$ cat src/common/sfc_pkg.sv
// Constants, enumerations and carrier types of the stream field joiner.
// Assumes a single clock domain and a SystemVerilog-2012 tool flow.
// How it works
// - In each joined lane, the upper-part sample fills the high bits and the lower-part sample the low bits.
// - Plain and plain-stream variants join combinationally, zero cycles delay.
// - Flow-controlled variant registers the path, at least two cycles.
// - Upper-part width is a parameter, 1 to 1024, default 8.
// - Lower-part width is a parameter, 1 to 1024, default 8.
// - Flow-controlled tuser width is a parameter, 1 to 8, default 1.
// - Supersample count is a parameter, 1 to 64, default 1.
// - Each bus carries that many samples, equal shares of its width.

package sfc_pkg;

    // ****************************************************************
    // Parameter ranges and defaults
    // ****************************************************************
    localparam int unsigned WIDTH_MIN = 1;
    localparam int unsigned WIDTH_MAX = 1024;
    localparam int unsigned WIDTH_DEF = 8;
    localparam int unsigned TUSER_MIN = 1;
    localparam int unsigned TUSER_MAX = 8;
    localparam int unsigned TUSER_DEF = 1;
    localparam int unsigned SS_MIN = 1;
    localparam int unsigned SS_MAX = 64;
    localparam int unsigned SS_DEF = 1;

    // ****************************************************************
    // Timing
    // ****************************************************************
    localparam int unsigned FC_LATENCY = 2;
    localparam int unsigned RST_SYNC_DEPTH = 2;

    // ****************************************************************
    // Types
    // ****************************************************************
    typedef enum {
        SFC_PLAIN,
        SFC_STREAM,
        SFC_STREAM_FC
    } sfc_variant_e;

    typedef struct packed {
        logic last;
        logic [TUSER_MAX-1:0] user;
    } sfc_side_s;

endpackage

$ cat src/hw/sfc_join.sv
// Lane-by-lane joiner: pure wiring, no storage.
// Assumes both inputs carry the same supersample count.
`timescale 1ns/10ps

module sfc_join #(
    parameter int unsigned HW = sfc_pkg::WIDTH_DEF,
    parameter int unsigned LW = sfc_pkg::WIDTH_DEF,
    parameter int unsigned SS = sfc_pkg::SS_DEF
) (
    // Input words
    input logic [HW-1:0] i_upper,
    input logic [LW-1:0] i_lower,
    // Joined word
    output logic [HW+LW-1:0] o_joined
);

    localparam int unsigned UL = HW / SS;
    localparam int unsigned LL = LW / SS;
    localparam int unsigned JL = UL + LL;

    // ****************************************************************
    // One joined lane per sample
    // ****************************************************************
    for (genvar k = 0; k < SS; k++) begin : g_lane
        assign o_joined[k*JL +: JL] = {i_upper[k*UL +: UL],
                                       i_lower[k*LL +: LL]};
    end

endmodule

$ cat src/hw/sfc_concat.sv
// Stream field joiner top: plain, plain-stream or flow-controlled variant.
// Assumes neighbours run on i_clk; only the reset is resynchronised.
`timescale 1ns/10ps

module sfc_concat #(
    parameter sfc_pkg::sfc_variant_e VARIANT = sfc_pkg::SFC_STREAM_FC,
    parameter int unsigned HW = sfc_pkg::WIDTH_DEF,
    parameter int unsigned LW = sfc_pkg::WIDTH_DEF,
    parameter int unsigned TW = sfc_pkg::TUSER_DEF,
    parameter int unsigned SS = sfc_pkg::SS_DEF
) (
    // Clock and reset
    input logic i_clk,
    input logic i_active_low_reset,
    // Upper-part input stream
    input logic [HW-1:0] i_up_tdata,
    input logic i_up_tvalid,
    input logic i_up_tlast,
    input logic [TW-1:0] i_up_tuser,
    output logic o_up_tready,
    // Lower-part input stream
    input logic [LW-1:0] i_lo_tdata,
    input logic i_lo_tvalid,
    input logic i_lo_tlast,
    input logic [TW-1:0] i_lo_tuser,
    output logic o_lo_tready,
    // Joined output stream
    output logic [HW+LW-1:0] o_tdata,
    output logic o_tvalid,
    output logic o_tlast,
    output logic [TW-1:0] o_tuser,
    input logic i_out_tready
);

    localparam int unsigned OW = HW + LW;
    localparam int unsigned UL = HW / SS;
    localparam int unsigned LL = LW / SS;

    // ****************************************************************
    // Elaboration checks
    // ****************************************************************
    if (HW < sfc_pkg::WIDTH_MIN || HW > sfc_pkg::WIDTH_MAX ||
        LW < sfc_pkg::WIDTH_MIN || LW > sfc_pkg::WIDTH_MAX) begin : g_bad_w
        $error("sfc_concat: data width out of range");
    end
    if (TW < sfc_pkg::TUSER_MIN || TW > sfc_pkg::TUSER_MAX) begin : g_bad_u
        $error("sfc_concat: tuser width out of range");
    end
    if (SS < sfc_pkg::SS_MIN || SS > sfc_pkg::SS_MAX ||
        (HW % SS) != 0 || (LW % SS) != 0) begin : g_bad_s
        $error("sfc_concat: supersample does not divide widths");
    end

    // ****************************************************************
    // Reset release
    // ****************************************************************
    logic [sfc_pkg::RST_SYNC_DEPTH-1:0] rst_sync_reg;
    wire rst_n = rst_sync_reg[sfc_pkg::RST_SYNC_DEPTH-1];

    always_ff @(posedge i_clk or negedge i_active_low_reset) begin
        if (!i_active_low_reset) begin
            rst_sync_reg <= '0;
        end else begin
            rst_sync_reg <= {rst_sync_reg[sfc_pkg::RST_SYNC_DEPTH-2:0], 1'b1};
        end
    end

    // ****************************************************************
    // Joining
    // ****************************************************************
    wire [OW-1:0] joined;

    sfc_join #(
        .HW(HW),
        .LW(LW),
        .SS(SS)
    ) u_join (
        .i_upper(i_up_tdata),
        .i_lower(i_lo_tdata),
        .o_joined(joined)
    );

    function automatic logic [sfc_pkg::TUSER_MAX-1:0] widen_user(
        input logic [TW-1:0] u
    );
        widen_user = '0;
        widen_user[TW-1:0] = u;
    endfunction

    if (VARIANT == sfc_pkg::SFC_STREAM_FC) begin : g_fc

        // ************************************************************
        // Two-stage registered path
        // ************************************************************
        logic [OW-1:0] s1_data_reg, s2_data_reg;
        logic s1_valid_reg, s2_valid_reg;
        logic s1_valid_next, s2_valid_next;
        sfc_pkg::sfc_side_s s1_side_reg, s2_side_reg, in_side;

        wire s2_ready = !s2_valid_reg || i_out_tready;
        wire s1_ready = !s1_valid_reg || s2_ready;
        wire both_valid = i_up_tvalid && i_lo_tvalid;
        wire take = both_valid && s1_ready;
        wire advance = s1_valid_reg && s2_ready;

        // Ready on one side waits for the other side's valid
        assign o_up_tready = s1_ready && i_lo_tvalid;
        assign o_lo_tready = s1_ready && i_up_tvalid;

        // Sideband follows the upper-part stream
        assign in_side = '{last: i_up_tlast,
                           user: widen_user(i_up_tuser)};

        assign s1_valid_next = take || (s1_valid_reg && !s2_ready);
        assign s2_valid_next = advance || (s2_valid_reg && !i_out_tready);

        always_ff @(posedge i_clk or negedge rst_n) begin
            if (!rst_n) begin
                s1_valid_reg <= 1'b0;
                s2_valid_reg <= 1'b0;
            end else begin
                s1_valid_reg <= s1_valid_next;
                s2_valid_reg <= s2_valid_next;
            end
        end

        always_ff @(posedge i_clk or negedge rst_n) begin
            if (!rst_n) begin
                s1_data_reg <= '0;
                s1_side_reg <= '0;
            end else if (take) begin
                s1_data_reg <= joined;
                s1_side_reg <= in_side;
            end
        end

        always_ff @(posedge i_clk or negedge rst_n) begin
            if (!rst_n) begin
                s2_data_reg <= '0;
                s2_side_reg <= '0;
            end else if (advance) begin
                s2_data_reg <= s1_data_reg;
                s2_side_reg <= s1_side_reg;
            end
        end

        assign o_tdata = s2_data_reg;
        assign o_tvalid = s2_valid_reg;
        assign o_tlast = s2_side_reg.last;
        assign o_tuser = s2_side_reg.user[TW-1:0];

    end else begin : g_direct

        // ************************************************************
        // Zero-delay path; upstream keeps both valids aligned
        // ************************************************************
        assign o_tdata = joined;
        assign o_tvalid = i_up_tvalid;
        assign o_tlast = i_up_tlast;
        assign o_tuser = i_up_tuser;
        assign o_up_tready = i_out_tready;
        assign o_lo_tready = i_out_tready;

    end
endmodule

$ cat config.mk
export PLATFORM = sky130hd
export DESIGN_NAME = sfc_concat
export DESIGN_NICKNAME = d
export VERILOG_FILES = /design/src/common/sfc_pkg.sv /design/src/hw/sfc_join.sv /design/src/hw/sfc_concat.sv
export SDC_FILE = /design/constraint.sdc
export NUM_CORES = 1
export LEC_CHECK = 0
export ABC_AREA = 1
export CAP_MARGIN = 5
export CORE_ASPECT_RATIO = 1.4
export CORE_MARGIN = 8
export CORE_UTILIZATION = 50
export DETAILED_ROUTE_END_ITERATION = 8
export DONT_BUFFER_PORTS = 1
export GPL_TIMING_DRIVEN = 1
export PLACE_DENSITY_LB_ADDON = 0.3
export SLEW_MARGIN = 20
export SYNTH_ARGS = -nofsm -noshare
export SYNTH_HDL_FRONTEND = slang
export SYNTH_SLANG_ARGS = --single-unit
export TNS_END_PERCENT = 30
$ cat constraint.sdc
create_clock -name i_clk -period 1.6 [get_ports i_clk]
set_clock_uncertainty 0.2 [all_clocks]
set_input_delay 0.16 -clock i_clk [delete_from_list [all_inputs] [get_ports i_clk]]
set_output_delay 0.16 -clock i_clk [all_outputs]
set_load 0.02 [all_outputs]
==> summary.md <==
| Metric | Value |
|---|---|
| Status | finished clean |
| Count of input and output buffers | 0 |
| Detailed Place HPWL | 2.37 mm |
| Area occupied by multi-input gates | 512 µm² |
| Die X | approximately 64 µm |
| Largest family of logic cells by synthesized area | simple AND/OR/NAND/NOR gates |
| Area Growth Syn to Fin | 20.4% |
| Max IR drop VDD | around 0.00067 V |
| CTS Buffer Depth | 2 |
| Compound-gate portion of the synthesized area | 0 |
| DR vias/cell | ~5.0 |
| CTS clk-pin slew, worst paths | 0.07 ns |
| Post-synth cell types | 13 |
| Vias post-DR | about 1200 |
| HP Class | in2reg |
| Commonest non-fill, non-tap cell in the layout | nand2_1 |
| Yosys warnings | 0 |
| Leakage | 1.02 nW |
| WP data arrival | 1.14 ns |
| Tot GR Track Use | 0.136 |
| Drt first pass iters | 4 |
| Worst-skew pair later-pin latency | between 0.2 and 0.3 ns |
| CTS tree | built |
| Placed cell count | 207 |
| Crit-path max FO | 13 |
| Pwr Density | roughly 1200 mW/mm² |
| Routed WL | 3.31 mm |
| Mux cell area share after synthesis | 0 |
| WP data required | ~1.2 ns |
| Vias in the first global route | about 1200 |
| Die Area | between 0.005 and 0.006 mm² |
| Cts bufs inserted | 5 |
| RSZ-0062 raised after global routing | false |
| Highest-count cells in the layout ignoring fill and taps | 78 x nand2_1, 40 x dfrtp_1, 36 x nand3_1 |
| Fillers | between 200 and 300 |
| Final worst-path cycle share | 0.936 |
| Num rows | 24 |
| # setup viols final | 0 |
| CP Capture Type | primary output |
| Routed wire per std cell | ~14 µm |
| Post-CTS Repair Setup Buffers | 0 |
| Area occupied by registers | approximately 0.0010 mm² |
| Hold Vio Cnt, Final | 0 |
| TritonCTS Sinks | 40 |
| Synthesis-stage register bit count | 40 |
| Final nets | 222 |
| Layout cells sized above 1 | 0.0761 |
| Post-synthesis sequential area ratio | 0.629 |
| Max-cap violations | 0 |
| Largest net degree at the start of global routing | 39 |
| Initial Utilization | 0.515 |
| Synth Instances | 172 |
| I/O Pins | 46 |
| # DRC | 0 |
| Final min period | ~1.5 ns |
| Avg Inst Size Synth | around 9.3 µm² |
| Die span in y | approximately 83 µm |
| CTS Root Cell | clkbuf_8 |
| Fmax | between 600 and 700 MHz |
| Post-Synth Adder-Cell Area | 0 |
| GPL Wtd Cong | approximately 0.81 |
| N_diodes | 0 |
| Layout Cells excl Fill | 236 |
| Core Box Area | 0.00309 mm² |
| ANT nets after route | 0 |
| Worst setup SP type | register |
| Slew Viols, Final | 0 |
| Simple-gate share of the synthesized area | 0.314 |
| Mapped Nets | between 150 and 200 |
| Initial antenna violation count | 0 |
| Synthesized area | ~0.0016 mm² |
| GRT overflow | 0 |
| CP Class | reg2out |
| Wire length of the first global-routing pass | 5.58 mm |
| DR iter-0 viols | 64 |
| Number of H-tree levels | 2 |
| Fin Setup TNS | 0 ns |
| XOR/XNOR Fraction of Synth Area | 0 |
cell usage after synthesis:
cell | count | share of area
buf_2 | 3 | 0.0094
buf_4 | 3 | 0.014
buf_6 | 2 | 0.014
clkbuf_4 | 1 | 0.0047
conb_1 | 1 | 0.0024
dfrtp_1 | 40 | 0.63
inv_1 | 4 | 0.0094
inv_2 | 1 | 0.0024
nand2_1 | 78 | 0.18
nand2_2 | 1 | 0.0039
nand2_4 | 1 | 0.0071
nand3_1 | 36 | 0.11
nand3_2 | 1 | 0.0063
cells by family after synthesis:
kind of cell  Yosys count
buf+inv                14
flops                  40
other cells             1
simple gates          117
layout make-up:
class | instances | share of cell area
clock buffer | 6 | 0.0379
clock inverter | 1 | 0.00261
inverter | 5 | 0.00980
multi-input combinational | 118 | 0.267
sequential | 40 | 0.523
tap | 39 | 0.0255
timing repair buffer | 27 | 0.135
per-layer routing:
metal | up-vias | wire length, µm | track usage
met5 | - | 0 | 0
met4 | 0 | 107 | 0.0805
met2 | 45 | 1590 | 0.223
li1 | 588 | - | -
met3 | 8 | 275 | 0.0648
met1 | 547 | 1330 | 0.140
where the power goes:
group	switching, W	internal, W
Sequential	0.000260	0.00119
Clock	0.000314	0.000296
Combinational	0.000187	0.000133
stage by stage:
step                      total power, W  worst slack [ns]  utilization  hold slack (ns)  instance area [µm²]
after floorplan                  0.00167             0.205            -           -0.336                 1590
after global placement           0.00173             0.239        0.521           -0.336                 1610
after detailed placement         0.00176             0.163        0.521           -0.336                 1610
after CTS                        0.00241            0.0145        0.617           0.0352                 1910
after global routing             0.00251            0.0232        0.619           0.0518                 1920
final                            0.00238             0.102        0.619          0.00533                 1920
critical path, stage by stage, from the launching register on:
cell and delay [ns]:
dfrtp_1 0.41, nand3_4 0.18, nand2_1 0.09, inv_1 0.16
what timing repair did:
| item | CTS | global route |
|---|---|---|
| resized for setup | 0 | 1 |
| setup endpoints to repair | 0 | 2 |
| hold endpoints to repair | 21 | 0 |
| hold buffers | 22 | 0 |
path summary, 6_finish.rpt:
| kind | slack (ns) | depth (start not counted) | endpoint | start |
|---|---|---|---|---|
| max | 0.10 | 3 | o_up_tready | g_fc.s1_valid_reg$_DFF_PN0_ |
| min | 0.005 | 3 | g_fc.s1_valid_reg$_DFF_PN0_ | i_out_tready |
| max reg2reg | 0.14 | 4 | o_tdata[15]$_DFFE_PN0P_ | o_tvalid$_DFF_PN0_ |
| min reg2reg | 0.09 | 1 | g_fc.s1_side_reg[8]$_DFFE_PN0P_ | rst_sync_reg[1]$_DFF_PN0_ |
| max in group asynchronous | 0.65 | 2 | rst_sync_reg[1]$_DFF_PN0_ | i_active_low_reset |
| min in group asynchronous | 0.09 | 1 | g_fc.s1_side_reg[8]$_DFFE_PN0P_ | rst_sync_reg[1]$_DFF_PN0_ |
(Power assumes the default switching activity.)
